--- src/rtl/hsdp_defs.svh ---
`ifndef HSDP_DEFS_SVH
`define HSDP_DEFS_SVH

// Frame layout
`define HSDP_FRAME_BITS 6'h20
`define HSDP_CNT_W 6
`define HSDP_RW_BIT 24
`define HSDP_RW_CNT 6'h07
`define HSDP_DATA_CNT 6'h08
`define HSDP_ADDR_HI 6
`define HSDP_DATA_W 24
`define HSDP_TX_LO 7
`define HSDP_TX_HI 30
`define HSDP_STAT_W 8

// Pin vector positions after synchronisation
`define HSDP_PIN_SEL 0
`define HSDP_PIN_SCK 1
`define HSDP_PIN_SDI 2
`define HSDP_PIN_SW_LO 3
`define HSDP_PIN_SW_HI 5
`define HSDP_PINS 6
`define HSDP_PIN_RST 6'h03

// Driver clock pre-divider register
`define HSDP_PREDIV_W 8
`define HSDP_PREDIV_RST 8'h0F
`define HSDP_PREDIV_ADDR 7'h3C

// Buffering
`define HSDP_FIFO_DEPTH 32

`endif

--- src/rtl/hsdp_pkg.sv ---
`default_nettype none
package hsdp_pkg;
  // Frame engine states, one-hot
  typedef enum logic [1:0]
  {
    HSDP_IDLE = 2'h1,
    HSDP_SHIFT = 2'h2
  } hsdp_state_t;
endpackage
`default_nettype wire

--- src/rtl/hsdp_port.sv ---
`include "hsdp_defs.svh"
`default_nettype none

module hsdp_fifo #(
  parameter int WIDTH = 32,
  parameter int DEPTH = `HSDP_FIFO_DEPTH
) (
  input wire logic i_clock,
  input wire logic i_reset_n,
  input wire logic i_in_valid,
  output logic o_in_ready,
  input wire logic [WIDTH-1:0] i_in_data,
  output logic o_out_valid,
  input wire logic i_out_ready,
  output logic [WIDTH-1:0] o_out_data
);
  localparam int AW = $clog2(DEPTH);
  logic [WIDTH-1:0] mem_ff [DEPTH];
  logic [AW:0] wr_ptr_ff;
  logic [AW:0] rd_ptr_ff;
  wire push = i_in_valid & o_in_ready;
  wire pop = o_out_valid & i_out_ready;
  wire ptr_same = wr_ptr_ff[AW-1:0] == rd_ptr_ff[AW-1:0];

  // Full when the indices meet with opposite wrap bits
  assign o_in_ready = ~(ptr_same & (wr_ptr_ff[AW] != rd_ptr_ff[AW]));
  assign o_out_valid = wr_ptr_ff != rd_ptr_ff;
  assign o_out_data = mem_ff[rd_ptr_ff[AW-1:0]];

  // Pointers
  always_ff @(posedge i_clock or negedge i_reset_n)
  begin
    if (!i_reset_n)
    begin
      wr_ptr_ff <= '0;
      rd_ptr_ff <= '0;
    end
    else
    begin
      wr_ptr_ff <= wr_ptr_ff + (AW+1)'(push);
      rd_ptr_ff <= rd_ptr_ff + (AW+1)'(pop);
    end
  end

  // Storage has no reset; only written slots are ever read
  always_ff @(posedge i_clock)
  begin
    if (push)
      mem_ff[wr_ptr_ff[AW-1:0]] <= i_in_data;
  end
endmodule

module hsdp_port #(
  parameter int PREDIV_W = `HSDP_PREDIV_W,
  parameter int FIFO_DEPTH = `HSDP_FIFO_DEPTH
) (
  input wire logic i_clock,
  input wire logic i_reset_n,
  input wire logic i_host_select_n,
  input wire logic i_host_sclk,
  input wire logic i_host_sdi,
  output logic o_host_serial_out,
  input wire logic i_home_switch_1,
  input wire logic i_home_switch_2,
  input wire logic i_home_switch_3,
  input wire logic i_ramp_event,
  input wire logic i_irq_clear,
  output logic o_rd_req,
  output logic [`HSDP_ADDR_HI:0] o_rd_addr,
  input wire logic [`HSDP_DATA_W-1:0] i_rd_data,
  output logic o_frame_valid,
  input wire logic i_frame_ready,
  output logic [31:0] o_frame_data,
  output logic [PREDIV_W-1:0] o_driver_clock_prediv
);
  hsdp_pkg::hsdp_state_t state_ff;
  hsdp_pkg::hsdp_state_t nxt_state;
  logic [`HSDP_PINS-1:0] pins;
  logic [`HSDP_PINS-1:0] stage1_ff, stage2_ff, stage3_ff, stable_ff;
  logic [`HSDP_PINS-1:0] nxt_stable;
  logic [31:0] rx_ff, tx_ff, hold_data_ff;
  logic [`HSDP_CNT_W-1:0] cnt_ff;
  logic rd_pend_ff, hold_valid_ff, irq_pend_ff, sdo_ff, fifo_in_ready;
  logic [PREDIV_W-1:0] prediv_ff;

  assign pins = {i_home_switch_3, i_home_switch_2, i_home_switch_1,
                 i_host_sdi, i_host_sclk, i_host_select_n};

  // three stages per pin; a change counts once stages two and three agree
  genvar gi;
  generate
    for (gi = 0; gi < `HSDP_PINS; gi++)
    begin : g_sync
      wire agree = stage2_ff[gi] == stage3_ff[gi];
      assign nxt_stable[gi] = agree ? stage3_ff[gi] : stable_ff[gi];
    end
  endgenerate

  always_ff @(posedge i_clock or negedge i_reset_n)
  begin
    if (!i_reset_n)
    begin
      stage1_ff <= `HSDP_PIN_RST;
      stage2_ff <= `HSDP_PIN_RST;
      stage3_ff <= `HSDP_PIN_RST;
      stable_ff <= `HSDP_PIN_RST;
    end
    else
    begin
      stage1_ff <= pins;
      stage2_ff <= stage1_ff;
      stage3_ff <= stage2_ff;
      stable_ff <= nxt_stable;
    end
  end

  // Edge events of the settled pins
  wire sel_fall = stable_ff[`HSDP_PIN_SEL] & ~nxt_stable[`HSDP_PIN_SEL];
  wire sel_rise = ~stable_ff[`HSDP_PIN_SEL] & nxt_stable[`HSDP_PIN_SEL];
  wire sck_rise = ~stable_ff[`HSDP_PIN_SCK] & nxt_stable[`HSDP_PIN_SCK];
  wire sck_fall = stable_ff[`HSDP_PIN_SCK] & ~nxt_stable[`HSDP_PIN_SCK];
  wire sdi_bit = nxt_stable[`HSDP_PIN_SDI];
  wire [2:0] sw_now = nxt_stable[`HSDP_PIN_SW_HI:`HSDP_PIN_SW_LO];
  wire [2:0] sw_rise = sw_now & ~stable_ff[`HSDP_PIN_SW_HI:`HSDP_PIN_SW_LO];
  wire in_shift = state_ff == hsdp_pkg::HSDP_SHIFT;

  // Frame decode
  wire full_frame = cnt_ff == `HSDP_FRAME_BITS;
  wire take = in_shift & sel_rise & full_frame;
  wire rw_now = in_shift & sck_rise & (cnt_ff == `HSDP_RW_CNT);
  // read when the direction bit is one
  wire rd_start = rw_now & sdi_bit;
  wire [`HSDP_ADDR_HI:0] frame_addr = rx_ff[31:`HSDP_RW_BIT+1];
  wire prediv_wr = take & ~rx_ff[`HSDP_RW_BIT] &
                   (frame_addr == `HSDP_PREDIV_ADDR);
  // status byte: interrupt, switches, buffer busy, zeros
  wire [`HSDP_STAT_W-1:0] status = {~irq_pend_ff, sw_now, hold_valid_ff,
                                    3'h0};
  wire sdo_nxt = stable_ff[`HSDP_PIN_SEL] ? ~irq_pend_ff : tx_ff[31];

  // Frame engine state
  always_comb
  begin
    nxt_state = state_ff;
    unique case (state_ff)
      hsdp_pkg::HSDP_IDLE:
        if (sel_fall)
          nxt_state = hsdp_pkg::HSDP_SHIFT;
      hsdp_pkg::HSDP_SHIFT:
        if (sel_rise)
          nxt_state = hsdp_pkg::HSDP_IDLE;
      default:
        nxt_state = hsdp_pkg::HSDP_IDLE;
    endcase
  end

  always_ff @(posedge i_clock or negedge i_reset_n)
  begin
    if (!i_reset_n)
      state_ff <= hsdp_pkg::HSDP_IDLE;
    else
      state_ff <= nxt_state;
  end

  // bit counter saturates and never times out
  always_ff @(posedge i_clock or negedge i_reset_n)
  begin
    if (!i_reset_n)
      cnt_ff <= '0;
    else if (sel_fall)
      cnt_ff <= '0;
    else if (in_shift & sck_rise & ~full_frame)
      cnt_ff <= cnt_ff + `HSDP_CNT_W'(1);
  end

  // shift in on rise, first bit ends up at the top
  always_ff @(posedge i_clock or negedge i_reset_n)
  begin
    if (!i_reset_n)
      rx_ff <= '0;
    else if (in_shift & sck_rise)
      rx_ff <= {rx_ff[30:0], sdi_bit};
  end

  // status loads at frame start; read data follows bit eight
  // Shift out on each fall but the first, which already shows bit 31
  always_ff @(posedge i_clock or negedge i_reset_n)
  begin
    if (!i_reset_n)
      tx_ff <= '0;
    else if (sel_fall)
      tx_ff <= {status, `HSDP_DATA_W'(0)};
    else if (rd_pend_ff)
      tx_ff[`HSDP_TX_HI:`HSDP_TX_LO] <= i_rd_data;
    else if (in_shift & sck_fall & (cnt_ff != '0))
      tx_ff <= {tx_ff[30:0], 1'b0};
  end

  // read request to the memory arbiter, answered next cycle
  assign o_rd_req = rd_start;
  assign o_rd_addr = rx_ff[`HSDP_ADDR_HI:0]; // First seven bits sit at bottom
  always_ff @(posedge i_clock or negedge i_reset_n)
  begin
    if (!i_reset_n)
      rd_pend_ff <= 1'b0;
    else
      rd_pend_ff <= rd_start;
  end

  // output register, always driven; at least four clocks behind pin
  always_ff @(posedge i_clock or negedge i_reset_n)
  begin
    if (!i_reset_n)
      sdo_ff <= 1'b1;
    else
      sdo_ff <= sdo_nxt;
  end
  assign o_host_serial_out = sdo_ff;

  // sticky interrupt; a new event wins over a clear
  always_ff @(posedge i_clock or negedge i_reset_n)
  begin
    if (!i_reset_n)
      irq_pend_ff <= 1'b0;
    else if (i_ramp_event | (|sw_rise))
      irq_pend_ff <= 1'b1;
    else if (i_irq_clear)
      irq_pend_ff <= 1'b0;
  end

  // only complete frames reach the buffer; a newer frame replaces
  // one the fifo has not yet taken, since the host cannot be stalled
  always_ff @(posedge i_clock or negedge i_reset_n)
  begin
    if (!i_reset_n)
    begin
      hold_valid_ff <= 1'b0;
      hold_data_ff <= '0;
    end
    else if (take)
    begin
      hold_valid_ff <= 1'b1;
      hold_data_ff <= rx_ff;
    end
    else if (fifo_in_ready)
      hold_valid_ff <= 1'b0;
  end

  // pre-divider resets to 15, written by a frame after select rise
  always_ff @(posedge i_clock or negedge i_reset_n)
  begin
    if (!i_reset_n)
      prediv_ff <= PREDIV_W'(`HSDP_PREDIV_RST);
    else if (prediv_wr)
      prediv_ff <= rx_ff[PREDIV_W-1:0];
  end
  assign o_driver_clock_prediv = prediv_ff;

  // Frame queue toward the command decoder
  hsdp_fifo #(.WIDTH(32), .DEPTH(FIFO_DEPTH)) u_fifo (
    .i_clock(i_clock),
    .i_reset_n(i_reset_n),
    .i_in_valid(hold_valid_ff),
    .o_in_ready(fifo_in_ready),
    .i_in_data(hold_data_ff),
    .o_out_valid(o_frame_valid),
    .i_out_ready(i_frame_ready),
    .o_out_data(o_frame_data)
  );
endmodule
`default_nettype wire
--- config.mk ---
export PLATFORM = sky130hd
export DESIGN_NAME = hsdp_port
export DESIGN_NICKNAME = d
export VERILOG_FILES = /design/src/rtl/hsdp_pkg.sv /design/src/rtl/hsdp_port.sv
export VERILOG_INCLUDE_DIRS = /design/src /design/src/rtl
export SDC_FILE = /design/constraint.sdc
export NUM_CORES = 1
export LEC_CHECK = 0
export BUFFER_PORTS_ARGS = -buffer_cell sky130_fd_sc_hd__buf_2
export CAP_MARGIN = 20
export CORE_UTILIZATION = 50
export CTS_CLUSTER_DIAMETER = 80
export DETAILED_ROUTE_END_ITERATION = 6
export PLACE_DENSITY = 0.65
export SLEW_MARGIN = 5
export SYNTH_ARGS = -nofsm -noshare
export SYNTH_HDL_FRONTEND = slang
export SYNTH_SLANG_ARGS = --single-unit
--- constraint.sdc ---
create_clock -name i_clock -period 9.38 [get_ports i_clock]
set_clock_uncertainty 0.05 [all_clocks]
set_input_delay 1.407 -clock i_clock [delete_from_list [all_inputs] [get_ports i_clock]]
set_output_delay 1.407 -clock i_clock [all_outputs]
set_load 0.01 [all_outputs]
== Yosys cells after proc, flatten, opt, wreduce, memory -nomap -nowiden ==
Memories as Yosys holds them, arrays and structs flattened.
Index checks and enable logic that the tools add are counted.
W data, S select, Z words.

* Memories: 1
* Register bits after elaboration: 152
* Input bits: 35
* Output and inout port bits: 50
* Bits in writable memories: 1024

* Bitwise gates (word level): 28
* Reduce and logical (&&, ||, !) cells: 8
* Mux-type cells: 23
* Equal/unequal tests: 18
* Add/subtract/negate cells: 3

{| class="wikitable"
|+ Memory list
! name !! words !! bits a word !! read ports !! clocked after memory_dff !! wr ports !! RTL line !! text
|-
| u_fifo.mem_ff || 32 || 32 || 1 || 0 || 1 || hsdp_port.sv:18 || <nowiki>logic [WIDTH-1:0] mem_ff [DEPTH];</nowiki>
|}

{| class="wikitable"
|+ Operator list
! operator !! number
|-
| $mux W32 || 2
|-
| $mux W24 || 1
|-
| $and A1 B1 Y1 || 17
|-
| $mux W1 || 14
|-
| $add A6 B1 Y6 || 2
|-
| $mux W6 || 2
|-
| $not A1 Y1 || 8
|-
| $eq A7 B6 Y1 const B || 1
|-
| $mux W7 || 1
|-
| $add A6 B1 Y6 const B || 1
|-
| $eq A1 B1 Y1 || 6
|-
| $eq A6 B3 Y1 const B || 1
|-
| $eq A6 B6 Y1 const B || 1
|-
| $ne A2 B2 Y1 const B || 3
|-
| $ne A6 B6 Y1 || 1
|-
| $reduce_bool A2 Y1 || 3
|-
| $reduce_bool A6 Y1 || 1
|-
| $eq A5 B5 Y1 || 1
|-
| $mux W2 || 2
|-
| $pmux W2 S2 || 1
|-
| $reduce_and A2 Y1 || 2
|-
| $and A3 B3 Y3 || 1
|-
| $not A3 Y3 || 1
|-
| $reduce_bool A3 Y1 || 1
|-
| 6 further kinds || 6
|}

== Longest topological paths before layout ==
* Depth in word-level cells: 9
* Mapped depth: 12
* Gate-level depth less buffers: 8

== Cells and area by module ==
From an unflattened synthesis, not the netlist that was laid out.

* Cell total of the unflattened synthesis: 2334
* Area total of the unflattened synthesis: 45005.7 um^2

{| class="wikitable"
|+ By module, submodules not included
! module !! cells an instance !! times used !! area an instance (um^2) !! seq. area each (um^2)
|-
| hsdp_fifo || 1856 || 1 || 39660.5 || 31049.8
|-
| hsdp_port || 478 || 1 || 5345.1 || 3345.7
|}

== Least setup slack after synthesis ==
No wires, ideal clock.

* Path type: register to register
* Start: register u_fifo.rd_ptr_ff[0]
* End: memory u_fifo.mem_ff[11][0], enable pin
* Stages on the path, launching flop included: 8
* Period minus slack after synthesis: 5.055 ns
* Setup time: 0.513 ns
* Slack: 4.325 ns
* Arrival: 4.492 ns
* Path buffers: 3
* Cells stage by stage: dfrtp_1 buf_6 buf_6 buf_6 xnor2_1 nand3_1 nor3_1 nor4b_1

* Longest elaborated chain between the ends: 6

{| class="wikitable"
|+ Ends and longest elaborated chain
! element !! RTL line !! text
|-
| from (decl) || hsdp_port.sv:20 || <nowiki>logic [AW:0] rd_ptr_ff;</nowiki>
|-
| from (signal assigned) || hsdp_port.sv:41 || <nowiki>rd_ptr_ff <= rd_ptr_ff + (AW+1)'(pop);</nowiki>
|-
| $eq A5 B5 Y1 || hsdp_port.sv:23 || <nowiki>wire ptr_same = wr_ptr_ff[AW-1:0] == rd_ptr_ff[AW-1:0];</nowiki>
|-
| $and A1 B1 Y1 || hsdp_port.sv:26 || <nowiki>assign o_in_ready = ~(ptr_same & (wr_ptr_ff[AW] != rd_ptr_ff[AW]));</nowiki>
|-
| $not A1 Y1 || hsdp_port.sv:26 ||
|-
| $and A1 B1 Y1 || hsdp_port.sv:21 || <nowiki>wire push = i_in_valid & o_in_ready;</nowiki>
|-
| $mux W1 || hsdp_port.sv:48 || <nowiki>if (push)</nowiki>
|-
| $mux W1 (not written as such) || hsdp_port.sv:49 || <nowiki>mem_ff[wr_ptr_ff[AW-1:0]] <= i_in_data;</nowiki>
|-
| to (decl) || hsdp_port.sv:18 ||
|}

No other way between the ends.

== Worst setup path after layout ==
* Start: register u_fifo.rd_ptr_ff[1]
* End: output o_frame_data[21]

* Longest elaborated chain between the ends: 1

{| class="wikitable"
|+ Ends and longest elaborated chain
! element !! RTL line !! text
|-
| $mem_v2 Z32 W32 || - ||
|-
| to (decl) || hsdp_port.sv:73 || <nowiki>output logic [31:0] o_frame_data,</nowiki>
|}

No other way between the ends.

==> reports/results.txt <==
Post-synthesis xor/xnor area fraction - 0.003129
Startpoint Class - flip-flop
Synth area leader - edfxtp_1
Final hold viol count - 0
Outcome - complete, but fails checks
Syn avg cell area - 20.04 sq um
Internal - 0.008194 W
Adder-Cell Fraction of Synth Area - 0.002570
TritonCTS buffer count - 116
Clk sinks - 1,169
Top cells by area, synth - edfxtp_1 69%, mux4_2 9.7%, dfrtp_1 7.3%
ANT nets after route - 0
Seq cells post-synth - 1,169
Most common cell after layout, fill and taps aside - edfxtp_1
Post-synthesis cell type count - 57
CTS root buffer - clkbuf_16
Starting Density - 0.5060
Logic pwr share - 0.004
Net Sw Power - 0.001964 W
# placed instances - 3,408
Hold crit path type - reg -> reg
Ys Warns - 0
Post-CTS setup buffer count - 0
Simple-Gate Fraction of Synth Area - 0.02458
Number of enable flip-flop cells after synthesis - 1,024
Post-CTS sizing - 0
Fmax achieved - 0.1630 GHz
Leak - 14.11 nW
Fillers - 6,475
Max-cap violations - 0
Share of cells above drive strength 1 - 0.2505
Yosys top cell area share - 0.6865
Mux cell area share after synthesis - 0.1400
Final period util - 0.6541
Worst endpoint data arrival time - 4680 ps
Die width - 301.3 um
Syn_nets - 2,276
Vias in the first global route - 22,660
Antenna violations before repair - 1
RSZ-0062 raised after global routing - no
Slew Limit Fails - 0
Switch share - 0.1933
Register-to-Register Path Depth - 7
Design Area, Final - 0.05050 sq mm
Die area - 0.09078 sq mm
Core box area - 0.08851 sq mm
Clock share of power - 0.444
Die height - 301.3 um
R2r setup slk - 5490 ps
Worst Path Class, Setup - reg -> out
Clk_lat worst skew - 700 ps
WL final - 107,600 um
Gate Count Post-Synth - 2,235
Register area - 0.03440 sq mm
PwrDens - 201.2 mW/mm^2
# H-tree levels - 3
Final min period - 6136 ps
DPL Wire Length - 53,510 um
Cts hold-fix bufs - 0
Finish-stage setup viols - 0
Via count - 22,560
Post-DP Area - 0.04669 sq mm
Io pins - 85
DR WL/cell - 29.64 um
Total gr overflow - 0
Post-synthesis sequential area ratio - 0.7679
Critical Path RT - 7920 ps
GRT Util Overall - 0.2390
RD Place Congestion - 0.7471
Slew @ Worst Pin - 1180 ps
Multi-input gate area - 0.009854 sq mm
Non-Filler Instances - 3,629
Crit-path max FO - 59
TritonCTS clock tree - done
FFs w/ async S/R, synth - 0.1240
Port Buffers - 84
Placement Rows - 109
First-pass GRT wire length - 154,800 um
Drt first pass iters - 7
Deepest clock path buffer count - 3
DR vias/cell - 6.217
Top_reg_cell synth - edfxtp_1
Commonest non-fill, non-tap cells in the layout - 1,024 x edfxtp_1, 193 x mux4_2, 147 x mux2i_1, 128 x dfrtp_1, 120 x clkbuf_16
DRT iter0 DRCs - 2,298
CP endpoint kind - output port
Critical Path End - o_frame_data[21]
Post-Syn Area - 0.04479 sq mm
Post-synthesis compound-gate area fraction - 0.04464
Critical R2R Launch - u_fifo.rd_ptr_ff[0]$_DFF_PN0_
Clock Pin Slew Worst Setup and Hold Paths - 60 ps
Largest family of logic cells by synthesized area - multiplexers
Max_slew headroom - 0.2116
Fin Setup TNS - 0 ps
Final hold slack - 296.3 ps
Sequential Power Share - 0.552
Reg2reg end - u_fifo.mem_ff[8][25]$_DFFE_PP_
Failing checks - design-rule violations
Largest net degree at the start of global routing - 89
Peak supply drop - 0.1653 mV
# nets final - 2,404
Critical path startpoint - u_fifo.rd_ptr_ff[1]$_DFF_PN0_
DRC viols - 14
Area Overhead vs Synth - 12.74%
==> final cells by class <==
type / instances / area share
clock inverters: 54 / 0.008623
inverters: 13 / 0.0009664
clock buffers: 164 / 0.06591
flip-flops and latches: 1169 / 0.6813
diodes: 1 / 0.00004956
repair buffers: 149 / 0.01910
well taps: 1165 / 0.02887
multi-input cells: 914 / 0.1952
==> cell families (layout without fill, tap and decap cells) <==
| family | count (synthesis) | count (layout) |
|---|---|---|
| and+or+nand+nor | 219 | 219 |
| adders and majority gates | 10 | 10 |
| AOI/OAI and AO/OA | 289 | 289 |
| muxes | 380 | 380 |
| other | 0 | 1 |
| DFF | 1169 | 1169 |
| buffers and inverters | 152 | 380 |
| xor gates and xnor gates | 16 | 16 |
==> metrics by stage <==
stage | setup slack [ps] | total power, W | util
finish | 3244 | 0.01016 | 0.5705
global route | 3053 | 0.01042 | 0.5705
CTS | 3129 | 0.01023 | 0.5700
detailed placement | 3871 | 0.005759 | 0.5275
global placement | 3986 | 0.005756 | 0.5274
floorplan | 4325 | 0.005730 | -
==> worst max-delay path, stage by stage, from the launching register on <==
cell and delay (ps):
dfrtp_4 850, buf_4 860, buf_4 840, mux4_2 420, a22o_1 240, a211oi_1 420, a21oi_1 130, buf_2 170
==> power groups by stage <==
stage          clock network [W]  logic (W)  registers, W
6_report                 0.00451  0.0000433       0.00561
5_1_grt                  0.00477  0.0000495       0.00560
4_1_cts                  0.00458  0.0000448       0.00561
3_5_place_dp                   0  0.0000446       0.00571
3_3_place_gp                   0  0.0000428       0.00571
2_1_floorplan                  0  0.0000186       0.00571
==> Yosys cell counts, drive strengths merged (14+ instances only) <==
library cell and count:
clkbuf 68, dfrtp 131, nor4 23, o22ai 32, mux4 193, mux2 40
nand2 118, a21oi 58, mux2i 147, a22o 31, edfxtp 1024, a211oi 62
dfstp 14, a22oi 33, o221ai 32, buf 71, o21ai 29
==> per-layer routing <==
metal  share of wire  vias to the layer above  GRT usage
li1                -                     9436          -
met1            0.41                    12050     0.3407
met2            0.48                      905     0.3810
met3           0.078                      166    0.03977
met4           0.027                        0    0.07227
met5               0                        -          0
==> how the worst min path moves through the flow <==
stage	start	endpoint	slack (ps)	cells past startpoint
6_report	stage1_ff[5]$_DFF_PN0_	stage2_ff[5]$_DFF_PN0_	300	0
5_1_grt	stage1_ff[3]$_DFF_PN0_	stage2_ff[3]$_DFF_PN0_	310	0
4_1_cts	stage1_ff[4]$_DFF_PN0_	stage2_ff[4]$_DFF_PN0_	300	0
3_5_place_dp	stage1_ff[4]$_DFF_PN0_	stage2_ff[4]$_DFF_PN0_	280	0
3_3_place_gp	stage1_ff[2]$_DFF_PN0_	stage2_ff[2]$_DFF_PN0_	290	0
2_1_floorplan	stage1_ff[2]$_DFF_PN0_	stage2_ff[2]$_DFF_PN0_	280	0
==> registers in the layout (all words and copies together), names as in the netlist <==
signal	flops
o_host_serial_out	1
stage2_ff	6
hold_data_ff	32
cnt_ff	6
u_fifo.mem_ff	1024
stable_ff	6
tx_ff	25
stage3_ff	6
stage1_ff	6
rx_ff	32
irq_pend_ff	1
state_ff	2
o_driver_clock_prediv	8
hold_valid_ff	1
rd_pend_ff	1
u_fifo.wr_ptr_ff	6
u_fifo.rd_ptr_ff	6
(Power assumes the default switching activity.)
